===== config.mk =====
export PLATFORM = sky130hd
export DESIGN_NAME = lps_sensor_regs
export DESIGN_NICKNAME = d
export VERILOG_FILES = /design/src/common/lps_pkg.sv /design/src/hdl/lps_sensor_regs.sv
export SDC_FILE = /design/constraint.sdc
export NUM_CORES = 1
export LEC_CHECK = 0
export ABC_AREA = 1
export BUFFER_PORTS_ARGS = -buffer_cell sky130_fd_sc_hd__buf_2
export CORE_MARGIN = 2
export CORE_UTILIZATION = 35
export CTS_CLUSTER_DIAMETER = 120
export DETAILED_ROUTE_END_ITERATION = 8
export SLEW_MARGIN = 20
export SYNTH_ARGS = -nofsm -noshare
export SYNTH_HDL_FRONTEND = slang
export SYNTH_SLANG_ARGS = --single-unit

===== constraint.sdc =====
create_clock -name mclk -period 12.5 [get_ports mclk]
set_clock_uncertainty 0.05 [all_clocks]
set_input_delay 1.875 -clock mclk [delete_from_list [all_inputs] [get_ports mclk]]
set_output_delay 1.875 -clock mclk [all_outputs]
set_load 0.01 [all_outputs]

===== src/common/lps_pkg.sv =====
// Purpose: Shared constants and types for the light/proximity register block
// Assumes: 125 MHz mclk, 8-bit registers behind a fixed-address serial target
// Notes:   Timing counts derive from the typical times and the clock rate
`default_nettype none
package lps_pkg;
	// Bus target address (7-bit) and the read/write direction bit
	localparam logic [6:0] BUS_ADDR7 = 7'h44;
	localparam logic       DIR_READ  = 1'h1;

	// Register offsets
	localparam logic [7:0] OFS_PRODUCT_IDENTIFICATION = 8'h00;
	localparam logic [7:0] OFS_CONFIG     = 8'h01;
	localparam logic [7:0] OFS_INTERRUPT  = 8'h02;
	localparam logic [7:0] OFS_PROX_LOW   = 8'h03;
	localparam logic [7:0] OFS_PROX_HIGH  = 8'h04;
	localparam logic [7:0] OFS_LTH_LOW    = 8'h05;
	localparam logic [7:0] OFS_LTH_MID    = 8'h06;
	localparam logic [7:0] OFS_LTH_HIGH   = 8'h07;
	localparam logic [7:0] OFS_PROX_DATA  = 8'h08;
	localparam logic [7:0] OFS_LIGHT_LO   = 8'h09;
	localparam logic [7:0] OFS_LIGHT_HI   = 8'h0a;
	localparam logic [7:0] OFS_SPAN       = 8'h0b;

	// Reset values
	localparam logic [7:0] RST_CONFIG    = 8'hbc;
	localparam logic [7:0] RST_INTERRUPT = 8'h8b;
	localparam logic [7:0] RST_PROX_LOW  = 8'h00;
	localparam logic [7:0] RST_PROX_HIGH = 8'hff;
	localparam logic [7:0] RST_LTH_LOW   = 8'h00;
	localparam logic [7:0] RST_LTH_MID   = 8'hf0;
	localparam logic [7:0] RST_LTH_HIGH  = 8'hff;
	localparam logic [7:0] RST_ZERO      = 8'h00;

	// Writable bit masks; other bits read as zero or are flags
	localparam logic [7:0] WMASK_CONFIG = 8'hfc;
	localparam logic [7:0] WMASK_INTR   = 8'h67;
	localparam logic [7:0] WMASK_SPAN   = 8'h07;

	// Field positions inside the interrupt register
	localparam int POS_PROX_FLAG  = 7;
	localparam int POS_LIGHT_FLAG = 3;

	// Identity byte; the value is arbitrary
	localparam logic [7:0] PRODUCT_IDENTIFICATION_DEF = 8'h5a;

	// Full-scale counts
	localparam logic [11:0] LIGHT_FS = 12'hfff;
	localparam logic [7:0]  PROX_FS  = 8'hff;

	// Timing: times in microseconds, counts in mclk cycles
	localparam int CLK_MHZ        = 125;
	localparam int LIGHT_CONV_US  = 100000;
	localparam int PROX_CONV_US   = 800;
	localparam int SLEEP_UNIT_US  = 12500;
	localparam int LIGHT_CONV_CYC = LIGHT_CONV_US * CLK_MHZ;
	localparam int PROX_CONV_CYC  = PROX_CONV_US * CLK_MHZ;
	localparam int SLEEP_UNIT_CYC = SLEEP_UNIT_US * CLK_MHZ;

	// Configuration register layout
	typedef struct packed {
		logic       prox_en;
		logic [2:0] sleep_sel;
		logic       drive_sel;
		logic       light_en;
		logic [1:0] unused;
	} lps_cfg_t;

	// Interrupt register layout
	typedef struct packed {
		logic       prox_flag;
		logic [1:0] prox_pers;
		logic       unused;
		logic       light_flag;
		logic [1:0] light_pers;
		logic       combine;
	} lps_intr_t;
endpackage : lps_pkg
`default_nettype wire


===== src/hdl/lps_sensor_regs.sv =====
// Purpose: Serial target, register bank and conversion timing of the sensor
// Assumes: Front-end raw samples are on mclk; bus pins are asynchronous
// Notes:   Bus pins are oversampled by mclk; open-drain pins drive low only
`timescale 1ns/1ps
`default_nettype none
module lps_sensor_regs
	import lps_pkg::*;
#(
	parameter int         LIGHT_CYC  = LIGHT_CONV_CYC,
	parameter int         PROX_CYC   = PROX_CONV_CYC,
	parameter int         SLEEP_CYC  = SLEEP_UNIT_CYC,
	parameter logic [7:0] PRODUCT_IDENTIFICATION = PRODUCT_IDENTIFICATION_DEF
) (
	// Clock and reset
	input  wire logic        mclk,
	input  wire logic        srst,
	// Serial bus pins
	input  wire logic        scl_i,
	input  wire logic        sda_i,
	output var  logic        sda_o,
	output var  logic        sda_oe,
	// Open-drain alert line
	output var  logic        alert_line_n_o,
	output var  logic        alert_line_n_oe,
	// Analog front end
	input  wire logic [15:0] light_raw,
	input  wire logic [9:0]  prox_raw,
	output var  logic [2:0]  light_span_select,
	output var  logic        emitter_drive_select,
	output var  logic        emitter_pulse
);
	// Sleep code to gap in 12.5 ms units
	function automatic logic [6:0] gap_units(input logic [2:0] code);
		case (code)
			3'h7: gap_units = 7'h00;
			3'h6: gap_units = 7'h01;
			3'h5: gap_units = 7'h04;
			3'h4: gap_units = 7'h06;
			3'h3: gap_units = 7'h08;
			3'h2: gap_units = 7'h10;
			3'h1: gap_units = 7'h20;
			default: gap_units = 7'h40;
		endcase
	endfunction : gap_units

	// Persistence code to consecutive trips needed
	function automatic logic [4:0] need_trips(input logic [1:0] code);
		case (code)
			2'h0: need_trips = 5'h01;
			2'h1: need_trips = 5'h04;
			2'h2: need_trips = 5'h08;
			default: need_trips = 5'h10;
		endcase
	endfunction : need_trips

	// Next persistence count; saturates so it never wraps
	function automatic logic [4:0] pers_next(input logic trip,
		input logic [4:0] cnt);
		pers_next = !trip ? 5'h00 : (cnt == 5'h1f) ? cnt : 5'(cnt + 5'h01);
	endfunction : pers_next

	// Pin synchronisers and one stage of history
	logic [1:0] scl_sync_ff, sda_sync_ff;
	logic       scl_q_ff,    sda_q_ff;
	logic [1:0] nxt_scl_sync, nxt_sda_sync;

	// Sync stage one feeds only stage two
	always_comb begin
		nxt_scl_sync = {scl_sync_ff[0], scl_i};
		nxt_sda_sync = {sda_sync_ff[0], sda_i};
	end

	always_ff @(posedge mclk) begin
		if (srst) begin
			scl_sync_ff <= 2'h3;
			sda_sync_ff <= 2'h3;
			scl_q_ff    <= 1'h1;
			sda_q_ff    <= 1'h1;
		end else begin
			scl_sync_ff <= nxt_scl_sync;
			sda_sync_ff <= nxt_sda_sync;
			scl_q_ff    <= scl_sync_ff[1];
			sda_q_ff    <= sda_sync_ff[1];
		end
	end

	// Bus events seen on the clean copies
	logic scl_s, sda_s, scl_rise, scl_fall, bus_start, bus_stop;
	assign scl_s     = scl_sync_ff[1];
	assign sda_s     = sda_sync_ff[1];
	assign scl_rise  = !scl_q_ff && scl_s;
	assign scl_fall  = scl_q_ff && !scl_s;
	assign bus_start = scl_s && scl_q_ff && sda_q_ff && !sda_s;
	assign bus_stop  = scl_s && scl_q_ff && !sda_q_ff && sda_s;

	// Serial target states
	typedef enum logic [6:0] {
		ST_IDLE  = 7'b0000001,
		ST_ADDR  = 7'b0000010,
		ST_AACK  = 7'b0000100,
		ST_WDATA = 7'b0001000,
		ST_WACK  = 7'b0010000,
		ST_RDATA = 7'b0100000,
		ST_RACK  = 7'b1000000
	} lps_bus_st_t;

	lps_bus_st_t st_ff, nxt_st;
	logic [7:0]  shift_ff, nxt_shift;  // Receive or transmit byte
	logic [3:0]  bits_ff,  nxt_bits;   // Bits moved in this byte
	logic [7:0]  ptr_ff,   nxt_ptr;    // Register pointer, auto-increments
	logic        first_ff, nxt_first;  // Next written byte is the pointer
	logic        dir_ff,   nxt_dir;    // High for a read transfer
	logic        nack_ff,  nxt_nack;   // Host refused more read data
	logic        oe_ff,    nxt_oe;     // Pull data line low
	logic        wr_stb;               // Register write pulse
	logic [7:0]  rd_byte;

	// Register and result storage, declared early for the read mux
	lps_cfg_t    cfg_ff,   nxt_cfg;
	lps_intr_t   intr_ff,  nxt_intr;
	logic [7:0]  plow_ff, phigh_ff, lth1_ff, lth2_ff, lth3_ff;
	logic [7:0]  nxt_plow, nxt_phigh, nxt_lth1, nxt_lth2, nxt_lth3;
	logic [2:0]  span_ff,  nxt_span;
	logic [7:0]  pdata_ff, nxt_pdata;
	logic [11:0] ldata_ff, nxt_ldata;

	// Read mux; unmapped offsets read zero
	always_comb begin
		if (ptr_ff == OFS_PRODUCT_IDENTIFICATION) begin
			rd_byte = PRODUCT_IDENTIFICATION;
		end else if (ptr_ff == OFS_CONFIG) begin
			rd_byte = cfg_ff & WMASK_CONFIG;
		end else if (ptr_ff == OFS_INTERRUPT) begin
			rd_byte = intr_ff;
		end else if (ptr_ff == OFS_PROX_LOW) begin
			rd_byte = plow_ff;
		end else if (ptr_ff == OFS_PROX_HIGH) begin
			rd_byte = phigh_ff;
		end else if (ptr_ff == OFS_LTH_LOW) begin
			rd_byte = lth1_ff;
		end else if (ptr_ff == OFS_LTH_MID) begin
			rd_byte = lth2_ff;
		end else if (ptr_ff == OFS_LTH_HIGH) begin
			rd_byte = lth3_ff;
		end else if (ptr_ff == OFS_PROX_DATA) begin
			rd_byte = pdata_ff;
		end else if (ptr_ff == OFS_LIGHT_LO) begin
			rd_byte = ldata_ff[7:0];
		end else if (ptr_ff == OFS_LIGHT_HI) begin
			rd_byte = {4'h0, ldata_ff[11:8]};
		end else if (ptr_ff == OFS_SPAN) begin
			rd_byte = {5'h00, span_ff};
		end else begin
			rd_byte = 8'h00;
		end
	end

	// Serial target: sample on SCL rise, drive on SCL fall
	always_comb begin
		nxt_st    = st_ff;
		nxt_shift = shift_ff;
		nxt_bits  = bits_ff;
		nxt_ptr   = ptr_ff;
		nxt_first = first_ff;
		nxt_dir   = dir_ff;
		nxt_nack  = nack_ff;
		nxt_oe    = oe_ff;
		wr_stb    = 1'h0;
		if (bus_start) begin
			// Start or repeated start restarts address phase
			nxt_st   = ST_ADDR;
			nxt_bits = 4'h0;
			nxt_oe   = 1'h0;
		end else if (bus_stop) begin
			nxt_st = ST_IDLE;
			nxt_oe = 1'h0;
		end else begin
			case (st_ff)
				ST_ADDR, ST_WDATA: begin
					if (scl_rise) begin
						nxt_shift = {shift_ff[6:0], sda_s};
						nxt_bits  = 4'(bits_ff + 4'h1);
					end else if (scl_fall && bits_ff == 4'h8) begin
						if (st_ff == ST_WDATA) begin
							nxt_oe = 1'h1;
							nxt_st = ST_WACK;
							if (first_ff) begin
								nxt_ptr   = shift_ff;
								nxt_first = 1'h0;
							end else begin
								// Write uses the old pointer this cycle
								wr_stb  = 1'h1;
								nxt_ptr = 8'(ptr_ff + 8'h01);
							end
						end else if (shift_ff[7:1] == BUS_ADDR7) begin
							nxt_oe  = 1'h1;
							nxt_dir = shift_ff[0];
							nxt_st  = ST_AACK;
						end else begin
							nxt_st = ST_IDLE;
						end
					end
				end
				ST_AACK, ST_WACK: begin
					if (scl_fall) begin
						nxt_bits = 4'h0;
						if (st_ff == ST_WACK) begin
							nxt_oe  = 1'h0;
							nxt_st  = ST_WDATA;
						end else if (dir_ff == DIR_READ) begin
							// Present bit 7 of the addressed register
							nxt_shift = rd_byte;
							nxt_oe    = !rd_byte[7];
							nxt_bits  = 4'h1;
							nxt_ptr   = 8'(ptr_ff + 8'h01);
							nxt_st    = ST_RDATA;
						end else begin
							nxt_oe    = 1'h0;
							nxt_first = 1'h1;
							nxt_st    = ST_WDATA;
						end
					end
				end
				ST_RDATA: begin
					if (scl_fall) begin
						if (bits_ff == 4'h8) begin
							nxt_oe = 1'h0;
							nxt_st = ST_RACK;
						end else begin
							nxt_shift = {shift_ff[6:0], 1'h0};
							nxt_oe    = !shift_ff[6];
							nxt_bits  = 4'(bits_ff + 4'h1);
						end
					end
				end
				ST_RACK: begin
					if (scl_rise) begin
						nxt_nack = sda_s;
					end else if (scl_fall) begin
						if (nack_ff) begin
							nxt_st = ST_IDLE;
						end else begin
							nxt_shift = rd_byte;
							nxt_oe    = !rd_byte[7];
							nxt_bits  = 4'h1;
							nxt_ptr   = 8'(ptr_ff + 8'h01);
							nxt_st    = ST_RDATA;
						end
					end
				end
				default: nxt_st = ST_IDLE;
			endcase
		end
	end

	always_ff @(posedge mclk) begin
		if (srst) begin
			st_ff     <= ST_IDLE;
			shift_ff  <= 8'h00;
			bits_ff   <= 4'h0;
			ptr_ff    <= 8'h00;
			first_ff  <= 1'h0;
			dir_ff    <= 1'h0;
			nack_ff   <= 1'h0;
			oe_ff     <= 1'h0;
		end else begin
			st_ff     <= nxt_st;
			shift_ff  <= nxt_shift;
			bits_ff   <= nxt_bits;
			ptr_ff    <= nxt_ptr;
			first_ff  <= nxt_first;
			dir_ff    <= nxt_dir;
			nack_ff   <= nxt_nack;
			oe_ff     <= nxt_oe;
		end
	end

	// Conversion timers
	typedef enum logic [2:0] {
		PX_OFF   = 3'b001,
		PX_CONV  = 3'b010,
		PX_SLEEP = 3'b100
	} lps_px_st_t;

	lps_px_st_t  px_ff,   nxt_px;
	logic [31:0] pcnt_ff, nxt_pcnt;   // Proximity phase counter
	logic [31:0] lcnt_ff, nxt_lcnt;   // Light conversion counter
	logic        light_done, prox_done;
	logic [31:0] gap_cyc;

	// Light runs back to back; proximity alternates pulse and gap
	always_comb begin
		gap_cyc    = 32'(32'(gap_units(cfg_ff.sleep_sel)) * SLEEP_CYC);
		nxt_lcnt   = 32'h0;
		light_done = 1'h0;
		nxt_px     = px_ff;
		nxt_pcnt   = 32'(pcnt_ff + 32'h1);
		prox_done  = 1'h0;
		if (cfg_ff.light_en) begin
			light_done = (lcnt_ff == 32'(LIGHT_CYC - 1));
			nxt_lcnt   = light_done ? 32'h0 : 32'(lcnt_ff + 32'h1);
		end
		case (px_ff)
			PX_CONV: begin
				if (pcnt_ff == 32'(PROX_CYC - 1)) begin
					prox_done = 1'h1;
					nxt_pcnt  = 32'h0;
					// Code 111 runs continuously with no gap
					nxt_px    = (gap_cyc == 32'h0) ? PX_CONV : PX_SLEEP;
				end
			end
			PX_SLEEP: begin
				if (pcnt_ff >= 32'(gap_cyc - 32'h1)) begin
					nxt_pcnt = 32'h0;
					nxt_px   = PX_CONV;
				end
			end
			default: begin
				nxt_pcnt = 32'h0;
				nxt_px   = PX_CONV;
			end
		endcase
		if (!cfg_ff.prox_en) begin
			nxt_px   = PX_OFF;
			nxt_pcnt = 32'h0;
		end
	end

	always_ff @(posedge mclk) begin
		if (srst) begin
			px_ff   <= PX_OFF;
			pcnt_ff <= 32'h0;
			lcnt_ff <= 32'h0;
		end else begin
			px_ff   <= nxt_px;
			pcnt_ff <= nxt_pcnt;
			lcnt_ff <= nxt_lcnt;
		end
	end

	// Results, thresholds, persistence and flags
	logic [11:0] light_val, light_lo, light_hi;
	logic [7:0]  prox_val;
	logic [4:0]  lpers_ff, ppers_ff, nxt_lpers, nxt_ppers;
	logic        light_trip, prox_trip, nxt_alert;

	always_comb begin
		// Clamp raw front-end values to full scale
		light_val = (light_raw > 16'(LIGHT_FS)) ? LIGHT_FS
			: light_raw[11:0];
		prox_val  = (prox_raw > 10'(PROX_FS)) ? PROX_FS
			: prox_raw[7:0];
		light_lo  = {lth2_ff[3:0], lth1_ff};
		light_hi  = {lth3_ff, lth2_ff[7:4]};
		light_trip = light_val < light_lo || light_val > light_hi;
		prox_trip  = prox_val < plow_ff || prox_val > phigh_ff;
		nxt_cfg   = cfg_ff;
		nxt_intr  = intr_ff;
		nxt_plow  = plow_ff;
		nxt_phigh = phigh_ff;
		nxt_lth1  = lth1_ff;
		nxt_lth2  = lth2_ff;
		nxt_lth3  = lth3_ff;
		nxt_span  = span_ff;
		nxt_pdata = pdata_ff;
		nxt_ldata = ldata_ff;
		nxt_lpers = lpers_ff;
		nxt_ppers = ppers_ff;
		// Host writes; identity and result offsets ignore writes
		if (wr_stb) begin
			if (ptr_ff == OFS_CONFIG) begin
				nxt_cfg = shift_ff & WMASK_CONFIG;
			end else if (ptr_ff == OFS_INTERRUPT) begin
				nxt_intr = (intr_ff & ~WMASK_INTR)
					| (shift_ff & WMASK_INTR);
				// Writing zero clears a flag, one leaves it
				nxt_intr.prox_flag  = intr_ff.prox_flag
					& shift_ff[POS_PROX_FLAG];
				nxt_intr.light_flag = intr_ff.light_flag
					& shift_ff[POS_LIGHT_FLAG];
			end else if (ptr_ff == OFS_PROX_LOW) begin
				nxt_plow = shift_ff;
			end else if (ptr_ff == OFS_PROX_HIGH) begin
				nxt_phigh = shift_ff;
			end else if (ptr_ff == OFS_LTH_LOW) begin
				nxt_lth1 = shift_ff;
			end else if (ptr_ff == OFS_LTH_MID) begin
				nxt_lth2 = shift_ff;
			end else if (ptr_ff == OFS_LTH_HIGH) begin
				nxt_lth3 = shift_ff;
			end else if (ptr_ff == OFS_SPAN) begin
				nxt_span = 3'(shift_ff & WMASK_SPAN);
			end
		end
		// Conversion ends; a new event beats a same-cycle clear
		if (light_done) begin
			nxt_ldata = light_val;
			nxt_lpers = pers_next(light_trip, lpers_ff);
			if (nxt_lpers >= need_trips(intr_ff.light_pers)) begin
				nxt_intr.light_flag = 1'h1;
			end
		end
		if (prox_done) begin
			nxt_pdata = prox_val;
			nxt_ppers = pers_next(prox_trip, ppers_ff);
			if (nxt_ppers >= need_trips(intr_ff.prox_pers)) begin
				nxt_intr.prox_flag = 1'h1;
			end
		end
		// Alert pulls low on OR or AND of the two flags
		nxt_alert = intr_ff.combine
			? (intr_ff.prox_flag && intr_ff.light_flag)
			: (intr_ff.prox_flag || intr_ff.light_flag);
	end

	always_ff @(posedge mclk) begin
		if (srst) begin
			cfg_ff          <= RST_CONFIG;
			intr_ff         <= RST_INTERRUPT;
			plow_ff         <= RST_PROX_LOW;
			phigh_ff        <= RST_PROX_HIGH;
			lth1_ff         <= RST_LTH_LOW;
			lth2_ff         <= RST_LTH_MID;
			lth3_ff         <= RST_LTH_HIGH;
			span_ff         <= 3'h0;
			pdata_ff        <= RST_ZERO;
			ldata_ff        <= 12'h000;
			lpers_ff        <= 5'h00;
			ppers_ff        <= 5'h00;
			alert_line_n_oe <= 1'h0;
		end else begin
			cfg_ff          <= nxt_cfg;
			intr_ff         <= nxt_intr;
			plow_ff         <= nxt_plow;
			phigh_ff        <= nxt_phigh;
			lth1_ff         <= nxt_lth1;
			lth2_ff         <= nxt_lth2;
			lth3_ff         <= nxt_lth3;
			span_ff         <= nxt_span;
			pdata_ff        <= nxt_pdata;
			ldata_ff        <= nxt_ldata;
			lpers_ff        <= nxt_lpers;
			ppers_ff        <= nxt_ppers;
			alert_line_n_oe <= nxt_alert;
		end
	end

	// Drive pin leaves reset at the config default, so it never
	// moves without a host write
	localparam lps_cfg_t CFG_AT_RST = RST_CONFIG;

	// Pin and front-end outputs, all registered
	always_ff @(posedge mclk) begin
		if (srst) begin
			sda_o                <= 1'h0;
			sda_oe               <= 1'h0;
			alert_line_n_o       <= 1'h0;
			light_span_select    <= 3'h0;
			emitter_drive_select <= CFG_AT_RST.drive_sel;
			emitter_pulse        <= 1'h0;
		end else begin
			sda_o                <= 1'h0;  // Open drain: only ever low
			sda_oe               <= oe_ff;
			alert_line_n_o       <= 1'h0;
			light_span_select    <= span_ff;
			emitter_drive_select <= cfg_ff.drive_sel;
			emitter_pulse        <= (px_ff == PX_CONV);
		end
	end
endmodule : lps_sensor_regs
`default_nettype wire


# ---- Word-level counts from Yosys, hierarchy flattened
# Cells that the tools add are included.
dict set report classes {
  addsub 7
  n_mul 1
  magnitude_cmp 9
  n_eq_ne 60
  mux 114
  bitwise 16
  reduce_logical 49
}
# op n
set ops {}
lappend ops {{$mux W8} 33}
lappend ops {{$add A32 B1 Y32 const B} 2}
lappend ops {{$mux W32} 2}
lappend ops {{$pmux W32 S2} 1}
lappend ops {{$mux W7} 7}
lappend ops {{$pmux W7 S7} 1}
lappend ops {{$reduce_and A9 Y1} 4}
lappend ops {{$mux W1} 35}
lappend ops {{$mux W5} 7}
lappend ops {{$eq A32 B17 Y1 const B} 1}
lappend ops {{$eq A32 B24 Y1 const B} 1}
lappend ops {{$eq A8 B3 Y1 const B} 4}
lappend ops {{$eq A8 B4 Y1 const B} 4}
lappend ops {{$ge A32 B32 Y1} 1}
lappend ops {{$mux W4} 8}
lappend ops {{$ne A2 B2 Y1 const B} 16}
lappend ops {{$pmux W8 S4} 1}
lappend ops {{$pmux W5 S3} 2}
lappend ops {{$sub A28 B1 Y29 const B} 1}
lappend ops {{$logic_not A28 Y1} 1}
lappend ops {{$ne A4 B4 Y1 const B} 7}
lappend ops {{$pmux W7 S4} 1}
lappend ops {{$reduce_and A7 Y1} 4}
lappend ops {{$mul A7 B19 Y26 const B} 1}
lappend ops {{other kinds (55)} 111}
dict set report word_totals {
  register_bits 198
  input_bits 30
  out_inout_bits 9
  word_cells 297
}

# ---- Longest topological paths before layout
dict set report depth {
  word_depth 18
  depth_mapped 41
}

# ---- Worst setup path before layout
# OpenSTA, ideal clock, no wires.
dict set report synth_timing {
  path_type {flip-flop to flip-flop}
  start {register cfg_ff[5] (netlist bit)}
  end {register pcnt_ff[0]}
  setup_ps 127
  arrival_time_ps 6034
  required_ps 12323
  path_slack_ps 6290
  path_stages_with_launch 38
  path_cell_list {dfxtp_1 -> inv_2 -> nand2_1 -> nor2_1 -> inv_1 -> ha_1 -> or2_2 -> fa_1 -> inv_1 -> fa_1 -> inv_1 -> fa_1 -> ha_1 -> a21oi_1 -> inv_1 -> a21oi_1 -> nand2_1 -> nand2_1 -> (+2 left out) -> nand3_1 -> nor2_1 -> nand4_1 -> nor2_1 -> nand4_1 -> ha_1 -> nand2_1 -> inv_1 -> nand3_1 -> inv_1 -> nand2_1 -> nand3_1 -> a31oi_1 -> nand3b_1 -> nand2_1 -> nand2_1 -> clkbuf_1 -> nor2_1}
}
dict set report synth_via {
  elab_chain_cells 7
  elab_cells_between_ends 13
  classes_between {add/sub (1); mul (1); order compare (1); eq/ne (7); mux (3)}
}
# element line
set synth_lines {}
lappend synth_lines {{start, declared} lps_sensor_regs.sv:119} ;# lps_cfg_t cfg_ff, nxt_cfg;
lappend synth_lines {{start signal, assigned} lps_sensor_regs.sv:432} ;# cfg_ff <= nxt_cfg;
lappend synth_lines {{$eq A3 B1 Y1 (tied with other cells)} lps_sensor_regs.sv:34} ;# case (code)
lappend synth_lines {{$pmux W7 S7 (*)} lps_sensor_regs.sv:34}
lappend synth_lines {{$mul A7 B19 Y26 (*)} lps_sensor_regs.sv:293} ;# gap_cyc = 32'(32'(gap_units(cfg_ff.sleep_sel)) * SLEEP_CYC);
lappend synth_lines {{$sub A28 B1 Y29 (*)} lps_sensor_regs.sv:313} ;# if (pcnt_ff >= 32'(gap_cyc - 32'h1)) begin
lappend synth_lines {{$ge A32 B32 Y1 (*)} lps_sensor_regs.sv:313}
lappend synth_lines {{$mux W32 (*)} lps_sensor_regs.sv:313}
lappend synth_lines {{$pmux W32 S2 (*)} lps_sensor_regs.sv:303} ;# case (px_ff)
lappend synth_lines {{end signal, assigned} lps_sensor_regs.sv:336} ;# pcnt_ff <= nxt_pcnt;
lappend synth_lines {{end, declared} lps_sensor_regs.sv:286} ;# logic [31:0] pcnt_ff, nxt_pcnt;
# Mark *: on every way between the ends. The rest lies on a longest branch, timed or not.
# A chain may end at the register's enable or synchronous reset.

# ---- Worst setup path after layout
dict set report layout_timing {
  start {register cfg_ff[5] (netlist bit)}
  end {register pcnt_ff[20]}
}
# The elaborated chain is that of the path after synthesis.

==> impl_results.html <==
<table>
<tr><th>Metric</th><th>Value</th></tr>
<tr><th colspan="2">Routing</th></tr>
<tr><td>Number of design rule violations left after detail routing</td><td>0</td></tr>
<tr><td>Via count normalized by instance count</td><td>5.04</td></tr>
<tr><td>Total via count after detailed routing</td><td>13,143</td></tr>
<tr><td>Total iterations of the first detailed-routing run</td><td>5</td></tr>
<tr><td>Routed wire per std cell</td><td>14.7 um</td></tr>
<tr><td>Post-route ant nets</td><td>0</td></tr>
<tr><td>Iteration-0 DRC Markers</td><td>987</td></tr>
<tr><td>WL final</td><td>38.3 mm</td></tr>
<tr><th colspan="2">Timing</th></tr>
<tr><td>Number of endpoints with negative hold slack in the final report</td><td>0</td></tr>
<tr><td>Pin slew with the least headroom to its limit</td><td>1.04 ns</td></tr>
<tr><td>Max-slew violation total from the final report</td><td>0</td></tr>
<tr><td>Final period util</td><td>58.8%</td></tr>
<tr><td>Post-layout worst setup margin</td><td>5.16 ns</td></tr>
<tr><td>Slew margin rel.</td><td>30.3%</td></tr>
<tr><td>Maximum clock frequency</td><td>136 MHz</td></tr>
<tr><td>Total negative slack</td><td>0 ns</td></tr>
<tr><td>Final critical delay including setup and external delays</td><td>7.34 ns</td></tr>
<tr><td>RSZ-0062 raised after global routing</td><td>no</td></tr>
<tr><td>Total of endpoints with negative setup slack in the final report</td><td>0</td></tr>
<tr><th colspan="2">Clocking</th></tr>
<tr><td>TritonCTS clock tree</td><td>built</td></tr>
<tr><td>Post-CTS setup repair buffer count</td><td>0</td></tr>
<tr><td>Resized Gates After CTS</td><td>0</td></tr>
<tr><td>Number of buffers inserted for hold repair after clock tree synthesis</td><td>0</td></tr>
<tr><td>Clock buffer depth</td><td>2</td></tr>
<tr><td>Clk Latency, worst-skew pair</td><td>0.49 ns</td></tr>
<tr><td>TritonCTS Buffers</td><td>17</td></tr>
<tr><td>Root cell of the clock tree</td><td>sky130_fd_sc_hd__clkbuf_16</td></tr>
<tr><td>H-Tree Level Count</td><td>4</td></tr>
<tr><td>Sink count of the clock tree</td><td>197</td></tr>
<tr><td>CTS clk-pin slew, worst paths</td><td>0.08 ns</td></tr>
<tr><th colspan="2">Floorplanning</th></tr>
<tr><td>Count of pins on the block boundary</td><td>39</td></tr>
<tr><td>Cell row count</td><td>73</td></tr>
<tr><td>DIE HEIGHT</td><td>206 um</td></tr>
<tr><td>Die Span X</td><td>206 um</td></tr>
<tr><td>Starting density of the core</td><td>35.7%</td></tr>
<tr><td>Die outline area</td><td>42,300 um^2</td></tr>
<tr><td>Floorplan Core Area</td><td>39,900 um^2</td></tr>
<tr><th colspan="2">Place</th></tr>
<tr><td>Post-detailed-placement cell area</td><td>14,900 um^2</td></tr>
<tr><td>Port-buffer cells</td><td>36</td></tr>
<tr><td>GPL Wtd Cong</td><td>0.948</td></tr>
<tr><td>Post-Place Worst Slack</td><td>5.16 ns</td></tr>
<tr><td>HPWL reported at the end of detailed placement</td><td>29.8 mm</td></tr>
<tr><th colspan="2">Worst setup path</th></tr>
<tr><td>Critical path endpoint</td><td>pcnt_ff[20]</td></tr>
<tr><td>Crit-path max FO</td><td>30</td></tr>
<tr><td>Endpoint required time on the critical path</td><td>12.84 ns</td></tr>
<tr><td>Startpoint Class</td><td>register</td></tr>
<tr><td>Capturing element type of the critical path</td><td>register</td></tr>
<tr><td>Origin of the worst setup path</td><td>cfg_ff[5]</td></tr>
<tr><td>Worst r2r dst</td><td>pcnt_ff[20]</td></tr>
<tr><td>Largest stage delay on the critical path</td><td>0.58 ns</td></tr>
<tr><td>Most frequent CP cell</td><td>sky130_fd_sc_hd__nand2_1</td></tr>
<tr><td>Data arrival, critical path</td><td>7.69 ns</td></tr>
<tr><td>Critical setup path kind</td><td>reg -&gt; reg</td></tr>
<tr><td>Minimum setup slack among reg-to-reg paths</td><td>5.16 ns</td></tr>
<tr><td>FF-to-FF Start</td><td>cfg_ff[5]</td></tr>
<tr><td>Number of cell instances on the worst register-to-register path</td><td>36</td></tr>
<tr><td>Critical Path Slowest Stage Cell</td><td>sky130_fd_sc_hd__nand2_1</td></tr>
<tr><th colspan="2">Power and ir drop</th></tr>
<tr><td>PD cells</td><td>79.1 nW/um^2</td></tr>
<tr><td>Reported leakage power</td><td>0.00711 uW</td></tr>
<tr><td>Worst supply voltage drop on vdd</td><td>97.2 uV</td></tr>
<tr><th colspan="2">Logic synthesis</th></tr>
<tr><td>Post-synth top flop</td><td>sky130_fd_sc_hd__dfxtp_1</td></tr>
<tr><td>Sequential area share after synthesis</td><td>27.7%</td></tr>
<tr><td>Synthesized area per cell</td><td>6.95 um^2</td></tr>
<tr><td>Asr flop ratio synth</td><td>0%</td></tr>
<tr><td>Most instantiated library cell after synthesis</td><td>sky130_fd_sc_hd__nand2_1</td></tr>
<tr><td>Number of enable flip-flop cells after synthesis</td><td>0</td></tr>
<tr><td>Synth top area cells</td><td>sky130_fd_sc_hd__dfxtp_1 28%, sky130_fd_sc_hd__ha_1 13%, sky130_fd_sc_hd__nand2_1 8.9%</td></tr>
<tr><td>Flops &amp; latches, synth</td><td>197</td></tr>
<tr><td>Most instantiated cells after synthesis</td><td>339 x sky130_fd_sc_hd__nand2_1, 334 x sky130_fd_sc_hd__inv_1, 226 x sky130_fd_sc_hd__nor2_1, 197 x sky130_fd_sc_hd__dfxtp_1, 174 x sky130_fd_sc_hd__a21oi_1</td></tr>
<tr><td>Count of cell types in the netlist</td><td>58</td></tr>
<tr><td>Cells after Synth</td><td>2,049</td></tr>
<tr><td>Synthesis warning total</td><td>0</td></tr>
<tr><td>Cell Area, Synth</td><td>14,200 um^2</td></tr>
<tr><td>Fraction of synthesized cell area taken by the top area cell type</td><td>27.7%</td></tr>
<tr><td>Cell type with the highest aggregate area in the netlist</td><td>sky130_fd_sc_hd__dfxtp_1</td></tr>
<tr><th colspan="2">Outcome</th></tr>
<tr><td>Outcome</td><td>finished, final reports clean</td></tr>
<tr><th colspan="2">Global routing</th></tr>
<tr><td>Vias in the first global route</td><td>12,439</td></tr>
<tr><td>Global-route wire length before repair</td><td>62.4 mm</td></tr>
<tr><td>Total Routing Usage GR</td><td>18.7%</td></tr>
<tr><td>Pin count of the biggest net entering global routing</td><td>88</td></tr>
<tr><td>Remaining Overflow, GRT</td><td>0</td></tr>
<tr><td>Antenna violations before repair</td><td>0</td></tr>
<tr><th colspan="2">Cells and area</th></tr>
<tr><td>Fraction of final layout cells with drive strength greater than 1</td><td>6.63%</td></tr>
<tr><td>Total area of multi-input combinational cells</td><td>8820 um^2</td></tr>
<tr><td>Antenna diodes</td><td>0</td></tr>
<tr><td>Area added between synthesis and finish</td><td>8.69%</td></tr>
<tr><td>Final instance area</td><td>15,500 um^2</td></tr>
<tr><td>Number of inserted filler cells in the final layout</td><td>4,214</td></tr>
<tr><td>Post-layout net count</td><td>2,259</td></tr>
<tr><td>Combined flip-flop and latch cell area</td><td>3940 um^2</td></tr>
<tr><th colspan="2">Job</th></tr>
<tr><td>Number of maximum-capacitance constraint violations</td><td>0</td></tr>
<tr><th colspan="2">Hold path</th></tr>
<tr><td>Path class of the lowest-slack min-delay path</td><td>reg -&gt; reg</td></tr>
</table>
## power breakdown
part	switching [uW]	total (uW)	internal [uW]
clock network	278	544	267
registers	1.46	631	629
logic	32.5	49.2	16.7
## cells by family after synthesis
group                    synth area share, %
other                                 0.0263
buffers and inverters                   10.5
flip-flops                              27.7
AND/OR/NAND/NOR                         26.2
multiplexers                           0.299
adder cells (fa/ha/maj)                 15.0
XOR/XNOR                                4.80
AO/OA/AOI/OAI                           15.5
## placed cells by master (no fill, tap or decap), types with 18 or more instances in the layout
cell type and count:
sky130_fd_sc_hd__nand2_1 339, sky130_fd_sc_hd__inv_1 333, sky130_fd_sc_hd__nor2_1 226, sky130_fd_sc_hd__dfxtp_1 197, sky130_fd_sc_hd__a21oi_1 174, sky130_fd_sc_hd__ha_1 145
sky130_fd_sc_hd__o21ai_0 127, sky130_fd_sc_hd__nand3_1 90, sky130_fd_sc_hd__xor2_1 64, sky130_fd_sc_hd__nand4_1 51, sky130_fd_sc_hd__nor3_1 37, sky130_fd_sc_hd__buf_2 36
sky130_fd_sc_hd__o211ai_1 27, sky130_fd_sc_hd__nor4_1 18, sky130_fd_sc_hd__a211oi_1 18
## routing by layer
layer,vias up,GRT usage [%],wire [um]
li1,6773,-,-
met1,6050,24.5,18200
met2,260,30.6,17500
met3,60,3.14,1530
met4,0,7.61,1090
met5,-,0,0
## worst max-delay path: cells and delay by family, from the launching register on
family	cells	cell delay [ns]
adders and majority gates	6	2.45
buffers and inverters	7	0.63
AOI/OAI and AO/OA	3	0.52
DFF	1	0.41
and+or+nand+nor	20	3.22
## per-stage QoR
step / util [%] / hold WS [ns] / power, uW / std cells
detailed placement: 37.4 / 0.347 / 695 / 2574
floorplan: - / 0.339 / 679 / 2052
finish: 38.8 / 0.363 / 1220 / 2606
CTS: 38.8 / 0.365 / 1240 / 2606
global route: 38.8 / 0.374 / 1270 / 2606
global placement: 37.4 / 0.342 / 693 / 2574
## area by class of cell
class / count / area share [%]
flip-flops and latches: 197 / 25.5
multi-input cells: 1467 / 56.9
repair buffers: 40 / 1.36
inverters: 345 / 8.36
clock buffers: 19 / 2.86
well taps: 525 / 4.24
clock inverters: 13 / 0.760
## how the worst min path moves through the flow
stage / from / endpoint / slack [ns] / cells past startpoint
2_1_floorplan: scl_sync_ff[0] / scl_sync_ff[1] / 0.34 / 1
3_3_place_gp: scl_sync_ff[0] / scl_sync_ff[1] / 0.34 / 1
3_5_place_dp: scl_sync_ff[0] / scl_sync_ff[1] / 0.35 / 1
4_1_cts: scl_sync_ff[0] / scl_sync_ff[1] / 0.37 / 1
5_1_grt: scl_sync_ff[0] / scl_sync_ff[1] / 0.37 / 1
6_report: scl_sync_ff[0] / scl_sync_ff[1] / 0.36 / 1
## sequential cells by signal (all words and copies together), names as in the netlist, 8 cells and up
signal    count
plow_ff       8
lth1_ff       8
lcnt_ff      32
ptr_ff        8
pdata_ff      8
shift_ff      8
ldata_ff     12
lth2_ff       8
phigh_ff      8
pcnt_ff      32
lth3_ff       8
Power figures use the tool's default switching activity.
